$ cat config.mk
export PLATFORM = sky130hd
export DESIGN_NAME = gdb_ctrl
export DESIGN_NICKNAME = d
export VERILOG_FILES = /design/src/rtl/gdb_pkg.sv /design/src/rtl/gdb_brake_seq.sv /design/src/rtl/gdb_ctrl.sv
export SDC_FILE = /design/constraint.sdc
export NUM_CORES = 1
export LEC_CHECK = 0
export BUFFER_PORTS_ARGS = -buffer_cell sky130_fd_sc_hd__buf_4
export CAP_MARGIN = 10
export CORE_MARGIN = 4
export CORE_UTILIZATION = 52
export DETAILED_ROUTE_END_ITERATION = 6
export PLACE_DENSITY = 0.77
export SLEW_MARGIN = 20
export SYNTH_ARGS = -nofsm -noshare
export SYNTH_HDL_FRONTEND = slang
export SYNTH_HIERARCHICAL = 1
export SYNTH_SLANG_ARGS = --single-unit
$ cat constraint.sdc
create_clock -name pclk -period 4.2 [get_ports pclk]
set_input_delay 0.63 -clock pclk [delete_from_list [all_inputs] [get_ports pclk]]
set_output_delay 0.63 -clock pclk [all_outputs]
set_load 0.02 [all_outputs]
$ cat src/rtl/gdb_pkg.sv
package gdb_pkg;

   // bridge count and register widths
   localparam int NB        = 3;
   localparam int CCP_W     = 8;
   localparam int NPWM      = 6;

   // register byte offsets
   localparam logic [7:0] BRIDGE_CFG_OFS = 8'h00;
   localparam logic [7:0] GEN_CTRL_OFS   = 8'h04;
   localparam logic [7:0] BRAKE_OFS      = 8'h08;
   localparam logic [7:0] CCP_OFS        = 8'h0C;
   localparam logic [7:0] STATUS_OFS     = 8'h10;

   // bridge config fields
   localparam int BC_MODE_LSB  = 0;
   localparam int BC_PWMEN_LSB = 6;
   localparam int BC_CHSEL_LSB = 9;

   // general control fields
   localparam int GC_CHARGE_PUMP_ENABLE = 0;
   localparam int GC_OVERCURRENT_SHUTDOWN_ENABLE = 1;
   localparam int GC_PARK = 2;
   localparam int GC_LVL  = 3;
   localparam int GC_STGA = 4;
   localparam int GC_FMOD = 5;

   // brake register fields
   localparam int BR_SLAM     = 0;
   localparam int BR_EXCL_LSB = 1;

   // reset values
   localparam logic [31:0] BRIDGE_CFG_RST = 32'h0000_0000;
   localparam logic [31:0] GEN_CTRL_RST   = 32'h0000_0021;
   localparam logic [31:0] BRAKE_RST      = 32'h0000_0000;
   localparam logic [31:0] CCP_RST        = 32'h0010_1010;

   // clock, and pump modulation frequency in 100 Hz steps
   localparam int CLK_HZ      = 25_000_000;
   localparam int FM_FREQ_DHZ = 156;
   localparam int FM_HALF_CYC = (CLK_HZ / 100) / (2 * FM_FREQ_DHZ);

   // pump regulation targets above the motor supply, volts
   localparam logic [4:0] GATE_LOGIC_V  = 5'h0B;
   localparam logic [4:0] GATE_NORMAL_V = 5'h0F;

   typedef enum logic [1:0] {
      MODE_OFF = 2'b00,
      MODE_LS  = 2'b01,
      MODE_HS  = 2'b10,
      MODE_RSV = 2'b11
   } gdb_hbmode_e;

   typedef enum logic [2:0] {
      OP_INIT     = 3'b000,
      OP_RUN      = 3'b001,
      OP_STOP     = 3'b010,
      OP_FAILSAFE = 3'b011,
      OP_RESTART  = 3'b100,
      OP_SLEEP    = 3'b101
   } gdb_opmode_e;

   typedef enum logic [1:0] {
      SEQ_IDLE    = 2'b00,
      SEQ_DISCH   = 2'b01,
      SEQ_PUMPOFF = 2'b10,
      SEQ_BRAKE   = 2'b11
   } gdb_seq_e;

   typedef struct packed {
      logic          main_reg_uv;
      logic          vs_ov;
      logic          internal_supply_input_ov;
      logic          cp_uv;
      logic          cp_blank;
      logic          pump_overtemperature;
      logic          oc_det;
      logic [NB-1:0] vds_ov_done;
      logic          vs_above_upper;
      logic          vs_below_lower;
   } gdb_fault_s;

   typedef struct packed {
      logic [NB-1:0] hs_on;
      logic [NB-1:0] ls_on;
      logic [NB-1:0] hs_pd;
      logic [NB-1:0] ls_pd;
      logic [NB-1:0] disch;
   } gdb_drive_s;

   typedef struct packed {
      logic       enable;
      logic       single_stage;
      logic       fm_clk;
      logic [4:0] target_v;
   } gdb_pump_s;

   // bridge takes part in active turn-off
   function automatic logic is_active_mode(input logic [1:0] m);
      return (m == MODE_LS) || (m == MODE_HS);
   endfunction

endpackage

$ cat src/rtl/gdb_brake_seq.sv
`timescale 1ns/100ps
module gdb_brake_seq import gdb_pkg::*; (
   input  wire logic              pclk,     // system clock
   input  wire logic              presetn,  // async reset, low
   input  wire logic              start,    // brake request level
   input  wire logic [3*CCP_W-1:0] ccp,     // per-bridge intervals
   input  wire logic [NB-1:0]     active,   // bridges in mode 01/10
   output gdb_seq_e               state,    // sequencer step
   output logic      [NB-1:0]     disch,    // active turn-off per bridge
   output logic                   pump_off, // pump forced off
   output logic                   brake_on  // final brake step
);

   gdb_seq_e             next_state;
   logic [CCP_W-1:0]     cnt;
   logic [NB-1:0]        act_l;
   logic [CCP_W-1:0]     max_ccp;

   // longest interval among latched bridges
   always_comb begin
      max_ccp = '0;
      for (int i = 0; i < NB; i++) begin
         if (act_l[i] && ccp[i*CCP_W +: CCP_W] > max_ccp) begin
            max_ccp = ccp[i*CCP_W +: CCP_W];
         end
      end
   end

   // step order: turn-off, pump off, brake; drop ends it
   always_comb begin
      case (state)
         SEQ_IDLE:    next_state = start ? SEQ_DISCH : SEQ_IDLE;
         SEQ_DISCH:   next_state = !start ? SEQ_IDLE :
                         (cnt >= max_ccp ? SEQ_PUMPOFF : SEQ_DISCH);
         SEQ_PUMPOFF: next_state = start ? SEQ_BRAKE : SEQ_IDLE;
         SEQ_BRAKE:   next_state = start ? SEQ_BRAKE : SEQ_IDLE;
         default:     next_state = SEQ_IDLE;
      endcase
   end

   // state, interval counter and latched bridge set
   always_ff @(posedge pclk or negedge presetn) begin
      if (!presetn) begin
         state <= SEQ_IDLE;
         cnt   <= '0;
         act_l <= '0;
      end else begin
         state <= next_state;
         cnt   <= (state == SEQ_DISCH) ? cnt + 1'b1 : '0;
         if (state == SEQ_IDLE) begin
            act_l <= active;
         end
      end
   end

   // each latched bridge discharges for its own interval
   always_comb begin
      for (int i = 0; i < NB; i++) begin
         disch[i] = (state == SEQ_DISCH) && act_l[i] &&
                    (cnt < ccp[i*CCP_W +: CCP_W]);
      end
   end

   assign pump_off = (state == SEQ_PUMPOFF) || (state == SEQ_BRAKE);
   assign brake_on = (state == SEQ_BRAKE);

endmodule // gdb_brake_seq

$ cat src/rtl/gdb_ctrl.sv
// How it works
// - regulator undervoltage, or in run: mode 00, pump off, overcurrent
// - supply overvoltage, pump undervoltage/blanking, pump overheat force off
// - in run, gates stay pulled down after drain-source overvoltage handling
// - non-run modes keep pull-downs; low-sides freed in parking/ov braking
// - slam brake only runs while in the run mode
// - slam first actively turns off 01/10 bridges for their interval
// - after turn-off step, pump switches off whatever enable says
// - slam final step: first pwm pin drives the non-excluded low-sides directly
// - per low-side bit excludes it from slam switching
// - parking on stop/sleep: turn off, pump off, free low pull-downs
// - parking last step: pwm pin high turns low-sides on
// - gate level bit selects 11 V or 15 V pump target
// - stage-auto 0 keeps dual stage; 1 switches with supply hysteresis
// - modulation bit enables 15.6 kHz pump clock modulation
//
// Local design decisions: the placing of the registers and the APB slave port.
`timescale 1ns/100ps
module gdb_ctrl import gdb_pkg::*; (
   input  wire logic              pclk,        // system clock
   input  wire logic              presetn,     // async reset, low
   input  wire logic              psel,        // apb select
   input  wire logic              penable,     // apb access phase
   input  wire logic              pwrite,      // apb direction
   input  wire logic [7:0]        paddr,       // apb byte address
   input  wire logic [31:0]       pwdata,      // apb write data
   output logic      [31:0]       prdata,      // apb read data
   output logic                   pready,      // apb ready
   output logic                   pslverr,     // apb error
   input  wire gdb_opmode_e       op_mode,     // device operating mode
   input  wire logic              ov_brake,    // overvoltage braking active
   input  wire gdb_fault_s        fault_pin,   // analog fault levels
   input  wire logic              first_pwm_input_pin, // brake pwm pin
   input  wire logic [NPWM-1:0]   pwm_pin,     // pwm input pins
   output gdb_drive_s             drive,       // gate driver controls
   output gdb_pump_s              pump         // charge pump controls
);

   // software registers
   logic [31:0]          bridge_cfg;
   logic [31:0]          gen_ctrl;
   logic [31:0]          brake_reg;
   logic [31:0]          ccp_reg;

   // pin synchronisers
   localparam int SW = $bits(gdb_fault_s) + NPWM + 1;
   logic [SW-1:0]        sync_a;
   logic [SW-1:0]        sync_b;
   gdb_fault_s           flt;
   logic [NPWM-1:0]      pwm_s;
   logic                 pwm1_s;

   // decoded fields
   logic [1:0]           bridge_mode_code [NB];
   logic [NB-1:0]        bridge_pwm_enable;
   logic [2:0]           pwm_channel_select;
   logic                 charge_pump_enable;
   logic                 overcurrent_shutdown_enable;
   logic                 parking_brake_enable;
   logic                 gate_level_select;
   logic                 pump_stage_auto_select;
   logic                 pump_freq_modulation;
   logic                 slam_req;
   logic [NB-1:0]        slam_exclude;

   // state and control wires
   wire                  run = (op_mode == OP_RUN);
   wire                  lowpwr = (op_mode == OP_STOP) ||
                                  (op_mode == OP_SLEEP);
   wire                  slam_start;
   wire                  park_start;
   wire                  pwm_chosen;
   wire                  global_pd;
   wire                  run_all_pd;
   logic [NB-1:0]        active;
   gdb_seq_e             seq_state;
   logic [NB-1:0]        seq_disch;
   logic                 seq_pump_off;
   logic                 seq_brake;
   logic                 slam_kind;
   gdb_drive_s           next_drive;
   logic                 single_stage;
   logic [15:0]          fm_cnt;
   logic                 fm_clk;

   // apb decode
   wire                  setup = psel && !penable;
   wire                  acc   = psel && penable;
   wire                  hit_bc  = (paddr == BRIDGE_CFG_OFS);
   wire                  hit_gc  = (paddr == GEN_CTRL_OFS);
   wire                  hit_br  = (paddr == BRAKE_OFS);
   wire                  hit_ccp = (paddr == CCP_OFS);
   wire                  hit_st  = (paddr == STATUS_OFS);
   wire                  mapped  = hit_bc | hit_gc | hit_br |
                                   hit_ccp | hit_st;
   wire                  wr = acc && pwrite;
   logic [31:0]          status_word;
   logic [31:0]          next_rdata;

   // zero-wait slave, error on unmapped address
   assign pready  = 1'b1;
   assign pslverr = acc && !mapped;

   // register writes
   always_ff @(posedge pclk or negedge presetn) begin
      if (!presetn) begin
         bridge_cfg <= BRIDGE_CFG_RST;
         gen_ctrl   <= GEN_CTRL_RST;
         brake_reg  <= BRAKE_RST;
         ccp_reg    <= CCP_RST;
      end else begin
         if (wr && hit_bc)  bridge_cfg <= pwdata & 32'h0000_0FFF;
         if (wr && hit_gc)  gen_ctrl   <= pwdata & 32'h0000_003F;
         if (wr && hit_br)  brake_reg  <= pwdata & 32'h0000_000F;
         if (wr && hit_ccp) ccp_reg    <= pwdata & 32'h00FF_FFFF;
      end
   end

   // field decoding
   always_comb begin
      for (int i = 0; i < NB; i++) begin
         bridge_mode_code[i] = bridge_cfg[BC_MODE_LSB + 2*i +: 2];
      end
   end
   assign bridge_pwm_enable  = bridge_cfg[BC_PWMEN_LSB +: NB];
   assign pwm_channel_select = bridge_cfg[BC_CHSEL_LSB +: 3];
   assign charge_pump_enable          = gen_ctrl[GC_CHARGE_PUMP_ENABLE];
   assign overcurrent_shutdown_enable = gen_ctrl[GC_OVERCURRENT_SHUTDOWN_ENABLE];
   assign parking_brake_enable        = gen_ctrl[GC_PARK];
   assign gate_level_select           = gen_ctrl[GC_LVL];
   assign pump_stage_auto_select      = gen_ctrl[GC_STGA];
   assign pump_freq_modulation        = gen_ctrl[GC_FMOD];
   assign slam_req     = brake_reg[BR_SLAM];
   assign slam_exclude = brake_reg[BR_EXCL_LSB +: NB];

   // status word shows sequencer, pump and gate state
   assign status_word = {15'h0000, drive, seq_state[1:0]} ^
                        {12'h000, single_stage, seq_pump_off,
                         18'h00000};

   // read data captured in setup phase
   always_comb begin
      case (1'b1)
         hit_bc:  next_rdata = bridge_cfg;
         hit_gc:  next_rdata = gen_ctrl;
         hit_br:  next_rdata = brake_reg;
         hit_ccp: next_rdata = ccp_reg;
         hit_st:  next_rdata = status_word;
         default: next_rdata = 32'h0000_0000;
      endcase
   end

   always_ff @(posedge pclk or negedge presetn) begin
      if (!presetn) begin
         prdata <= 32'h0000_0000;
      end else if (setup) begin
         prdata <= pwrite ? 32'h0000_0000 : next_rdata;
      end
   end

   // two-flop synchronisers for pins
   always_ff @(posedge pclk or negedge presetn) begin
      if (!presetn) begin
         sync_a <= '0;
         sync_b <= '0;
      end else begin
         sync_a <= {fault_pin, pwm_pin, first_pwm_input_pin};
         sync_b <= sync_a;
      end
   end
   assign flt    = sync_b[SW-1 -: $bits(gdb_fault_s)];
   assign pwm_s  = sync_b[NPWM:1];
   assign pwm1_s = sync_b[0];

   // selected pwm source for normal drive
   assign pwm_chosen = (pwm_channel_select < 3'(NPWM)) ?
                       pwm_s[pwm_channel_select] : pwm_s[0];

   // brake requests
   assign slam_start = run && slam_req;
   assign park_start = parking_brake_enable && lowpwr;

   always_comb begin
      for (int i = 0; i < NB; i++) begin
         active[i] = is_active_mode(bridge_mode_code[i]);
      end
   end

   // remember which brake is running
   always_ff @(posedge pclk or negedge presetn) begin
      if (!presetn) begin
         slam_kind <= 1'b0;
      end else if (seq_state == SEQ_IDLE) begin
         slam_kind <= slam_start;
      end
   end

   gdb_brake_seq u_seq (
      .pclk     (pclk),
      .presetn  (presetn),
      .start    (slam_start || park_start),
      .ccp      (ccp_reg[3*CCP_W-1:0]),
      .active   (active),
      .state    (seq_state),
      .disch    (seq_disch),
      .pump_off (seq_pump_off),
      .brake_on (seq_brake)
   );

   // pull-down causes shared by all bridges
   assign global_pd = flt.main_reg_uv |
                      flt.vs_ov | flt.internal_supply_input_ov |
                      flt.cp_uv | flt.cp_blank | flt.pump_overtemperature;
   assign run_all_pd = run && (!charge_pump_enable ||
                       (overcurrent_shutdown_enable && flt.oc_det));

   // gate decisions per bridge
   always_comb begin
      logic mode_pd;
      logic ls_free;
      logic hs_want;
      logic ls_want;
      mode_pd = 1'b0;
      ls_free = 1'b0;
      hs_want = 1'b0;
      ls_want = 1'b0;
      next_drive = '0;
      for (int i = 0; i < NB; i++) begin
         mode_pd = run ? (run_all_pd ||
                          bridge_mode_code[i] == MODE_OFF ||
                          flt.vds_ov_done[i])
                       : 1'b1;
         // low-sides freed while a brake owns them
         ls_free = seq_brake || (!run && ov_brake);
         hs_want = 1'b0;
         ls_want = 1'b0;
         if (seq_brake) begin
            ls_want = slam_kind ?
                      (pwm1_s && !slam_exclude[i]) :
                      pwm1_s;
         end else if (seq_state == SEQ_IDLE && run) begin
            // normal drive once slam is gone
            if (bridge_mode_code[i] == MODE_HS) begin
               hs_want = bridge_pwm_enable[i] ? pwm_chosen : 1'b1;
            end
            if (bridge_mode_code[i] == MODE_LS) begin
               ls_want = bridge_pwm_enable[i] ? pwm_chosen : 1'b1;
            end
         end
         next_drive.disch[i] = seq_disch[i];
         next_drive.hs_pd[i] = global_pd || mode_pd ||
                               (seq_state != SEQ_IDLE);
         next_drive.ls_pd[i] = global_pd ||
                               (mode_pd && !ls_free);
         next_drive.hs_on[i] = hs_want && !next_drive.hs_pd[i];
         next_drive.ls_on[i] = ls_want && !next_drive.ls_pd[i];
      end
   end

   // gate controls registered
   always_ff @(posedge pclk or negedge presetn) begin
      if (!presetn) begin
         drive <= '{default: '0};
      end else begin
         drive <= next_drive;
      end
   end

   // stage selection with supply hysteresis
   always_ff @(posedge pclk or negedge presetn) begin
      if (!presetn) begin
         single_stage <= 1'b0;
      end else if (!pump_stage_auto_select) begin
         single_stage <= 1'b0;
      end else if (flt.vs_above_upper) begin
         single_stage <= 1'b1;
      end else if (flt.vs_below_lower) begin
         single_stage <= 1'b0;
      end
   end

   // modulation clock divider
   always_ff @(posedge pclk or negedge presetn) begin
      if (!presetn) begin
         fm_cnt <= '0;
         fm_clk <= 1'b0;
      end else if (!pump_freq_modulation) begin
         fm_cnt <= '0;
         fm_clk <= 1'b0;
      end else if (fm_cnt == 16'(FM_HALF_CYC - 1)) begin
         fm_cnt <= '0;
         fm_clk <= ~fm_clk;
      end else begin
         fm_cnt <= fm_cnt + 16'h0001;
      end
   end

   // pump outputs
   always_ff @(posedge pclk or negedge presetn) begin
      if (!presetn) begin
         pump <= '{default: '0};
      end else begin
         pump.enable <= charge_pump_enable && !seq_pump_off;
         pump.single_stage <= single_stage;
         pump.fm_clk <= fm_clk;
         pump.target_v <= gate_level_select ? GATE_NORMAL_V
                                            : GATE_LOGIC_V;
      end
   end

endmodule // gdb_ctrl

==> Word-level counts from Yosys, hierarchy flattened <==
Cells that the tools add are included.
{ "totals": {"ff_bits": 170, "in_bits": 68, "out_inout_bits": 57} }
{ "classes": {"n_addsub": 2, "bitwise": 11, "magnitude_cmp": 9, "eq_ne": 19, "mux": 53, "n_reduce_logical": 81} }
{ "op_table": {"columns": ["op", "count"], "rows": [
  ["24-bit two-way mux", 4],
  ["1-bit logical AND", 36],
  ["1-bit two-way mux", 35],
  ["16-bit two-way mux", 2],
  ["32-bit two-way mux", 1],
  ["8-bit two-way mux", 4],
  ["8-bit < comparator", 3],
  ["1-bit logical OR", 23],
  ["20-bit two-way mux", 1],
  ["17-bit by 20-bit XOR with 20-bit output", 1],
  ["16-bit by 1-bit adder with 16-bit output, second input constant", 1],
  ["16-bit by 10-bit == test with 1-bit output, second input constant", 1],
  ["8-bit by 4-bit == test with 1-bit output, second input constant", 2],
  ["8-bit greater-than comparator", 2],
  ["1-bit logical NOT", 15],
  ["2-bit == test, second input constant", 5],
  ["1-bit bitwise OR", 9],
  ["8-bit by 1-bit adder with 8-bit output, second input constant", 1],
  ["2-bit by 1-bit == test with 1-bit output, second input constant", 4],
  ["8-bit by 3-bit == test with 1-bit output, second input constant", 1],
  ["8-bit by 5-bit == test with 1-bit output, second input constant", 1],
  ["8-bit greater-or-equal comparator", 1],
  ["8-bit by 1-bit greater-than comparator with 1-bit output, second input constant", 1],
  ["2-bit logical NOT", 4],
  ["other kinds (15)", 17]
]} }

==> Longest topological paths before layout <==
Gate-level depths: netlist (run 1).
{ "depth": {"word_depth": 13, "mapped_depth": 23, "ltp_nobuf": 19} }

==> Modules after synthesis <==
The synthesis (run 1) kept the hierarchy.
{ "modules_own_cells": {"columns": ["mod", "area_each_um2", "instances", "cells_each", "seq_area_each_um2"], "rows": [
  ["gdb_ctrl", 6159.7, 1, 500, 3684.8],
  ["gdb_brake_seq", 1958.1, 1, 242, 325.3]
]} }

==> Worst setup path after synthesis (run 1) <==
No wires, ideal clock.
{ "synth_timing": {"kind": "flip-flop to flip-flop", "start": "reg u_seq.act_l[0]", "end": "reg u_seq.state[1]", "arrival_time_ns": 4.274, "n_path_buf": 3, "stages_incl_launch_ff": 23, "setup_ns": 0.123, "synth_period_minus_slack_ns": 4.397, "setup_slack_ns": -0.197, "path_cell_list": "dfrtp_1 -> clkbuf_1 -> nand2_1 -> ha_1 -> nor2b_1 -> o211a_1 -> o2111a_2 -> buf_6 -> nor3_1 -> nor2_1 -> ha_1 -> nor2b_1 -> o211ai_1 -> a21oi_2 -> or2_1 -> buf_4 -> o31a_1 -> ha_1 -> nand2b_1 -> a21o_1 -> a211oi_1 -> o31a_1 -> a21oi_1"} }
{ "synth_between": {"elab_chain_len": 12} }
{ "synth_rtl": {"columns": ["item", "line_no", "rtl"], "rows": [
  ["start: declaration", "gdb_brake_seq.sv:16", "logic [NB-1:0] act_l;"],
  ["start signal: assignment", "gdb_brake_seq.sv:51", "act_l <= active;"],
  ["1-bit logical AND *", "gdb_brake_seq.sv:23", "if (act_l[i] && ccp[i*CCP_W +: CCP_W] > max_ccp) begin"],
  ["8-bit two-way mux *", "gdb_brake_seq.sv:23", null],
  ["8-bit greater-than comparator", "gdb_brake_seq.sv:23", null],
  ["1-bit logical AND", "gdb_brake_seq.sv:23", null],
  ["8-bit two-way mux *", "gdb_brake_seq.sv:23", null],
  ["8-bit greater-than comparator", "gdb_brake_seq.sv:23", null],
  ["1-bit logical AND", "gdb_brake_seq.sv:23", null],
  ["8-bit two-way mux *", "gdb_brake_seq.sv:23", null],
  ["8-bit greater-or-equal comparator *", "gdb_brake_seq.sv:34", "(cnt >= max_ccp ? SEQ_PUMPOFF : SEQ_DISCH);"],
  ["2-bit two-way mux *", "gdb_brake_seq.sv:34", null],
  ["2-bit two-way mux *", "gdb_brake_seq.sv:33", "SEQ_DISCH: next_state = !start ? SEQ_IDLE :"],
  ["2-bit one-hot mux with 3 select lines *", "gdb_brake_seq.sv:31", "case (state)"],
  ["via u_seq.next_state[1]", "gdb_brake_seq.sv:14", "gdb_seq_e next_state;"],
  ["end signal: assignment", "gdb_brake_seq.sv:48", "state <= next_state;"],
  ["end: declaration", "gdb_brake_seq.sv:8", "output gdb_seq_e state,"]
]} }
The timed path passes the listed nets; every way through them passes the cells marked *.
A chain may end at the register's enable or synchronous reset.

==> Worst setup path in the final report (run 1) <==
{ "layout_timing": {"start": "reg u_seq.act_l[0]", "end": "reg u_seq.state[0]"} }
Same word-level chain as after synthesis.

==> results of run 1 <==
[kinds of logic (layout without fill, tap and decap cells)]
kind of cell,Yosys count,in the layout,share of synthesized area
compound gates,161,162,0.1301
buf+inv,75,235,0.04763
fa+ha+maj,57,57,0.08785
other cells,2,11,0.0009251
mux,51,51,0.08123
simple gates,215,215,0.1356
xor+xnor,21,21,0.02266
flops,160,160,0.4940
[path summary, 6_finish.rpt]
path | startpoint | to | slack (ns) | depth (start not counted)
worst min register to register | sync_a[3] | sync_b[3] | 0.35 | 0
worst max-delay path | u_seq/act_l[0] | u_seq/state[0] | -0.25 | 22
min in group asynchronous | presetn | ccp_reg[17] | 0.33 | 1
worst min-delay path | pwm_pin[1] | sync_a[2] | 0.29 | 1
worst max register to register | u_seq/act_l[0] | u_seq/state[0] | -0.25 | 22
max in group asynchronous | presetn | gen_ctrl[5] | 2.83 | 2
[power by group through the flow]
| stage | Combinational [mW] | Clock, mW | Sequential (mW) |
|---|---|---|---|
| 2_1_floorplan | 0.167 | 0 | 1.68 |
| 3_3_place_gp | 0.284 | 0 | 1.69 |
| 3_5_place_dp | 0.293 | 0 | 1.69 |
| 4_1_cts | 0.299 | 1.51 | 1.66 |
| 5_1_grt | 0.334 | 1.58 | 1.67 |
| 6_report | 0.301 | 1.49 | 1.66 |
[layer usage]
| metal | part of all wire | global-route usage | vias to the layer above |
|---|---|---|---|
| met5 | 0 | 0 | - |
| met4 | 0.029 | 0.1057 | 0 |
| li1 | - | - | 2919 |
| met2 | 0.52 | 0.4328 | 227 |
| met1 | 0.41 | 0.2996 | 3050 |
| met3 | 0.048 | 0.05361 | 46 |
[repair_timing]
action                     4_1_cts  5_1_grt
cloned                           1        0
pin swaps                       14       11
setup buffers                    7        5
resized for setup               13       17
setup endpoints to repair        2        2
[cells in the final DEF (no fill, tap or decap), types with 4 or more instances in the layout]
cell type / n
a22oi_1: 14
nor4_1: 4
a21o_1: 11
dfrtp_1: 154
nand2_1: 59
ha_4: 4
nor3_1: 7
o31ai_2: 4
ha_1: 53
nor3_4: 7
and2_1: 7
buf_4: 156
xor2_1: 12
o21ai_0: 33
nand2b_1: 7
inv_8: 5
o21ai_1: 5
dfstp_2: 5
mux2_4: 20
clkbuf_16: 17
xnor2_1: 9
inv_1: 42
nand4_1: 6
a22o_1: 6
inv_6: 4
nor2b_1: 10
conb_1: 11
and3_1: 6
o31ai_1: 5
o211ai_1: 7
nor2_1: 51
a21oi_1: 41
mux2_2: 29
o21a_1: 10
nand3_1: 19
[final cells by class]
cell class              count  area, sq um
repair buffers            161         1240
flip-flops and latches    160         4011
well taps                 211        264.0
fillers                  1150         5065
clock buffers              17        425.4
clock inverters            15        141.4
inverters                  42        157.7
multi-input cells         517         3954
[critical path, delay by kind of cell, from the launching register on]
| kind | cells | cell delay [ns] |
|---|---|---|
| buffers and inverters | 3 | 0.42 |
| AND/OR/NAND/NOR | 9 | 1.73 |
| flip-flops | 1 | 0.40 |
| AO/OA/AOI/OAI | 7 | 1.01 |
| adder cells (fa/ha/maj) | 3 | 0.81 |
==> impl_metrics.tcl, run 1 <==
set metrics [dict create \
    status "complete, but fails checks" \
    violations "setup timing" \
    maxCapViolations 0 \
    crit_required_ns 4.52 \
    p_switching_mw 0.9272 \
    port_buffers 106 \
    arrival_ns 4.77 \
    start_util 0.5320 \
    slew_headroom 0.3641 \
    drtPass1Iterations 6 \
    fmax_mhz 224.9 \
    hold_viol 0 \
    hold_class "in2reg" \
    die_h_um 132.9 \
    critPathLaunchType "flop" \
    yosysTopAreaCellShare 0.4778 \
    die-area_sq_um 17670 \
    grt_setup_unrepaired "yes" \
    yosysSeqAreaShare 0.4940 \
    ys_async_sr_fraction 1.000 \
    worstSkewPairLatency_ns 0.44 \
    comb_power_share 0.087 \
    slew_viol_final 0 \
    crit_fanout 8 \
    area_growth_pct 25.57 \
    crit_type "reg2reg" \
    p_int_mw 2.521 \
    drc 0 \
    preCtsSetupSlack_ns -0.3541 \
    worstPathCellList "buf_6 > nand2_1 > ha_4 > and4_4 > nand2_4 > and3_4 > buf_4 > nor3b_1 > or2_1 > ha_1 > nand4_1 > or3b_4 > a21oi_4 > buf_6 > o21ai_1 > o31a_1 > ha_1 > nand2b_4 > a21o_1 > a211oi_2 > o31a_1 > o21a_1" \
    final_cell_area_sq_um 10190 \
    overflow 0 \
    grt_pass1_wl_um 34030 \
    wl_um 21610 \
    synth_top_cell_by_area "dfrtp_1" \
    crit_slowest_cell "dfrtp_2" \
    avgSynthCellArea_sq_um 10.94 \
    worst_slew_pin_slew_ns 0.9539 \
    setup_slack_ns -0.2465 \
    fin_cells 1123 \
    grt_usage 0.2492 \
    final_antenna_net_count 0 \
    num-nets-final 1024 \
    antennaDiodeCount 0 \
    finalCriticalPeriod_ns 4.447 \
    ys_ff_latch 160 \
    synth-edff-count 0 \
    setup-violations-final 2 \
    cts.sink_count 160 \
    clockBufferDepth 2 \
    synthCells 742 \
    finalCritPeriodShare 1.059 \
    setup_tns_ns -0.4820 \
    synthTopCellsByArea "dfrtp_1 48%, ha_1 8.8%, mux2_2 4.0%" \
    wl_per_cell_um 19.24 \
    p_total_mw 3.448 \
    drive_gt1_frac 0.3191 \
    antenna_found_initial 0 \
    hold_buffers 0 \
    synth.distinct_cells 65 \
    fin_skew_ns 0.01648 \
    drt-initial-drc-count 540 \
    rows 45 \
    gp_congestion 0.9210 \
    netSwitchingFraction 0.2689 \
    synth_commonest_cells "155 x dfrtp_1, 64 x nand2_1, 57 x ha_1, 52 x nor2_1" \
    dp.cells 1079 \
    p_per_area_nw_per_um2 338.3 \
    total_leakage_power_nw 4.829 \
    grt_pass1_vias 6464 \
    final_util 0.6681 \
    grt_max_degree 109 \
    p_seq_frac 0.482 \
    cp_slowest_stage_delay_ns 0.40 \
    ys_warn_count 6 \
    root_buffer "clkbuf_16" \
    vias_per_cell 5.558 \
    ir_drop_v 0.0003325 \
    dp_hpwl_um 15460 \
    post_dp_cell_area_sq_um 9419 \
    synthMostInstantiatedCell "dfrtp_1" \
    cts_tree "built" \
    end_kind "flop" \
    cts_buffers 17 \
    core_area_sq_um 15260 \
    via_count 6242 \
    hold_slack_ns 0.2949 \
    cts.clk_slew.worst_paths_ns 0.07 \
    htreeDepth 4 \
    num_io_pins 125 \
    netlist_area_sq_um 8118 \
    dieWidth_um 132.9 \
    p_clk_frac 0.431 \
    synth_ff_type "dfrtp_1" \
]
No activity file was read; power rests on OpenSTA's default activity.
==> inputs of run 2 (changes only) <==
--- a/config.mk
+++ b/config.mk
@@ -8,9 +8,10 @@
 export BUFFER_PORTS_ARGS = -buffer_cell sky130_fd_sc_hd__buf_4
 export CAP_MARGIN = 10
 export CORE_MARGIN = 4
-export CORE_UTILIZATION = 52
+export CORE_UTILIZATION = 57
 export DETAILED_ROUTE_END_ITERATION = 6
-export PLACE_DENSITY = 0.77
+export PLACE_DENSITY = 0.8
+export RECOVER_POWER = 50
 export SLEW_MARGIN = 20
 export SYNTH_ARGS = -nofsm -noshare
 export SYNTH_HDL_FRONTEND = slang
==> constraint.sdc (replaced) <==
create_clock -name pclk -period 4.3 [get_ports pclk]
set_input_delay 0.645 -clock pclk [delete_from_list [all_inputs] [get_ports pclk]]
set_output_delay 0.645 -clock pclk [all_outputs]
set_load 0.02 [all_outputs]
==> impl_metrics.tcl, run 2 (synthesis results as in run 1) <==
set metrics [dict create \
    port_buffers 106 \
    hold_class "reg2reg" \
    rr_worst_depth 21 \
    dieWidth_um 127.3 \
    r2r_start "u_seq/act_l[0]" \
    num_io_pins 125 \
    fin_cells 1114 \
    area_growth_pct 27.05 \
    preCtsSetupSlack_ns -0.4110 \
    clockBufferDepth 2 \
    grt_pass1_vias 6879 \
    cts.clk_slew.worst_paths_ns 0.07 \
    num-nets-final 1046 \
    worst_slew_pin_slew_ns 2.391 \
    final_common_cell "dfrtp_1" \
    total_leakage_power_nw 4.925 \
    final_antenna_net_count 0 \
    antenna_found_initial 0 \
    drtPass1Iterations 7 \
    hold_depth 0 \
    rows 43 \
    finalCritPeriodShare 1.068 \
    critPathTopFamily "compound AO/OA/AOI/OAI gates" \
    status "complete, but fails checks" \
    violations "capacitance limit, slew limit, setup timing" \
    mostFrequentLayoutCells "154 x dfrtp_1, 150 x buf_4, 61 x nand2_1" \
    root_buffer "clkbuf_16" \
    setup_tns_ns -0.5372 \
    via_count 6700 \
    htreeDepth 4 \
    reg2reg_to "u_seq/state[0]" \
    dp_hpwl_um 17160 \
    maxCapViolations 1 \
    antennaDiodeCount 0 \
    cp_num_buf_inv 5 \
    hold_start "sync_a[16]" \
    worstSkewPairLatency_ns 0.42 \
    slew_viol_final 98 \
    cts.sink_count 160 \
    critPathLaunchType "flop" \
    grt_pass1_wl_um 36780 \
    crit_fanout 7 \
    finalCriticalPeriod_ns 4.592 \
    hold_viol 0 \
    setup_slack_ns -0.2925 \
    wl_per_cell_um 21.21 \
    grt_max_degree 98 \
    drive_gt1_frac 0.3362 \
    drt-initial-drc-count 587 \
    grt_usage 0.2950 \
    fmax_mhz 217.7 \
    final_util 0.7401 \
    cp_slowest_stage_delay_ns 0.40 \
    hold_end "sync_b[16]" \
    gp_congestion 0.8998 \
    crit_slowest_cell "dfrtp_2" \
    drc 0 \
    ir_drop_v 0.0003261 \
    die_h_um 127.3 \
    crit_required_ns 4.61 \
    cp_common_cell "buf_4" \
    end_kind "flop" \
    overflow 0 \
    final_cell_area_sq_um 10310 \
    crit_type "reg2reg" \
    arrival_ns 4.91 \
    grt_setup_unrepaired "yes" \
    fin_skew_ns 0.006438 \
    post_dp_cell_area_sq_um 9383 \
    core_area_sq_um 13930 \
    setup-violations-final 2 \
    hold_buffers 0 \
    dp.cells 1062 \
    vias_per_cell 6.014 \
    wl_um 23630 \
    start_util 0.5826 \
    r2r_slack_ns -0.29 \
    worstPathCellList "buf_4 > nand2_1 > ha_4 > and4_4 > buf_4 > o2111a_2 > buf_6 > o21a_1 > nor2_1 > ha_1 > nand4_1 > or3b_1 > a21oi_2 > or2_4 > o31ai_2 > ha_1 > buf_4 > buf_4 > nand4_1 > o31a_1 > o21a_1" \
    cts_buffers 17 \
    cts_tree "built" \
    die-area_sq_um 16220 \
    p_per_area_nw_per_um2 336.5 \
    slew_headroom -0.5937 \
]
## run 2: cell types whose count changed in the layout (fill, tap and decap cells not counted), moves of 3 or more
cell | previous run | this run
o21ai_2 | 0 | 3
buf_6 | 3 | 10
buf_4 | 156 | 150
o21ai_1 | 5 | 2
a21oi_2 | 1 | 4
inv_8 | 5 | 1
nor3_4 | 7 | 3
clkbuf_4 | 0 | 19
nor3_2 | 1 | 4
clkbuf_2 | 0 | 3
## run 2: what timing repair did
action | CTS | global route
gates cloned | 1 | 0
endpoints found under the hold margin | 0 | 0
pin swaps | 25 | 18
gates resized for setup | 32 | 15
setup endpoints to repair | 2 | 2
setup buffers | 14 | 5
## run 2: power by group
part	total [mW]	switching [mW]	internal [mW]
logic	0.305	0.175	0.130
registers	1.62	0.0563	1.57
clock network	1.54	0.643	0.899
total	3.47	0.874	2.60
## run 2: worst max-delay path by stage
stage / start / to / slack (ns) / cells past startpoint
2_1_floorplan: u_seq/act_l[0] / u_seq/state[1] / 0.01 / 22
3_5_place_dp: u_seq/act_l[0] / u_seq/state[1] / -0.41 / 21
6_report: u_seq/act_l[0] / u_seq/state[0] / -0.29 / 21
5_1_grt: u_seq/act_l[0] / u_seq/state[0] / -0.46 / 22
4_1_cts: u_seq/act_l[0] / u_seq/state[0] / -0.12 / 20
3_3_place_gp: u_seq/act_l[0] / u_seq/state[1] / -0.23 / 21
## run 2: layout make-up
| cell class | instances | area (sq um) |
|---|---|---|
| fill | 946 | 3621 |
| inverter | 42 | 157.7 |
| clock inverter | 13 | 150.1 |
| multi-input combinational | 517 | 3916 |
| sequential | 160 | 4011 |
| timing repair buffer | 183 | 1400 |
| clock buffer | 19 | 452.9 |
| tap | 180 | 225.2 |
## run 2: metrics by stage
step | total power, mW | hold WS, ns
2_1_floorplan | 1.801 | 0.3312
3_3_place_gp | 1.931 | 0.3328
3_5_place_dp | 1.946 | 0.3347
4_1_cts | 3.484 | 0.3090
5_1_grt | 3.593 | 0.3271
6_report | 3.471 | 0.3452
## run 2: layer usage
| layer | up-vias | part of all wire | global-route usage |
|---|---|---|---|
| met2 | 371 | 0.48 | 0.4745 |
| li1 | 2956 | - | - |
| met1 | 3304 | 0.40 | 0.3841 |
| met3 | 69 | 0.079 | 0.06145 |
| met4 | 0 | 0.041 | 0.1401 |
| met5 | - | 0 | 0 |
## run 2: worst register-to-register path, stage by stage (launching register included)
cell	delay, ns
dfrtp_2	0.40
buf_4	0.13
nand2_1	0.13
ha_4	0.31
and4_4	0.22
buf_4	0.12
o2111a_2	0.36
buf_6	0.14
o21a_1	0.15
nor2_1	0.06
ha_1	0.35
nand4_1	0.15
or3b_1	0.38
a21oi_2	0.20
or2_4	0.19
o31ai_2	0.06
ha_1	0.29
buf_4	0.10
buf_4	0.09
nand4_1	0.09
o31a_1	0.35
o21a_1	0.19
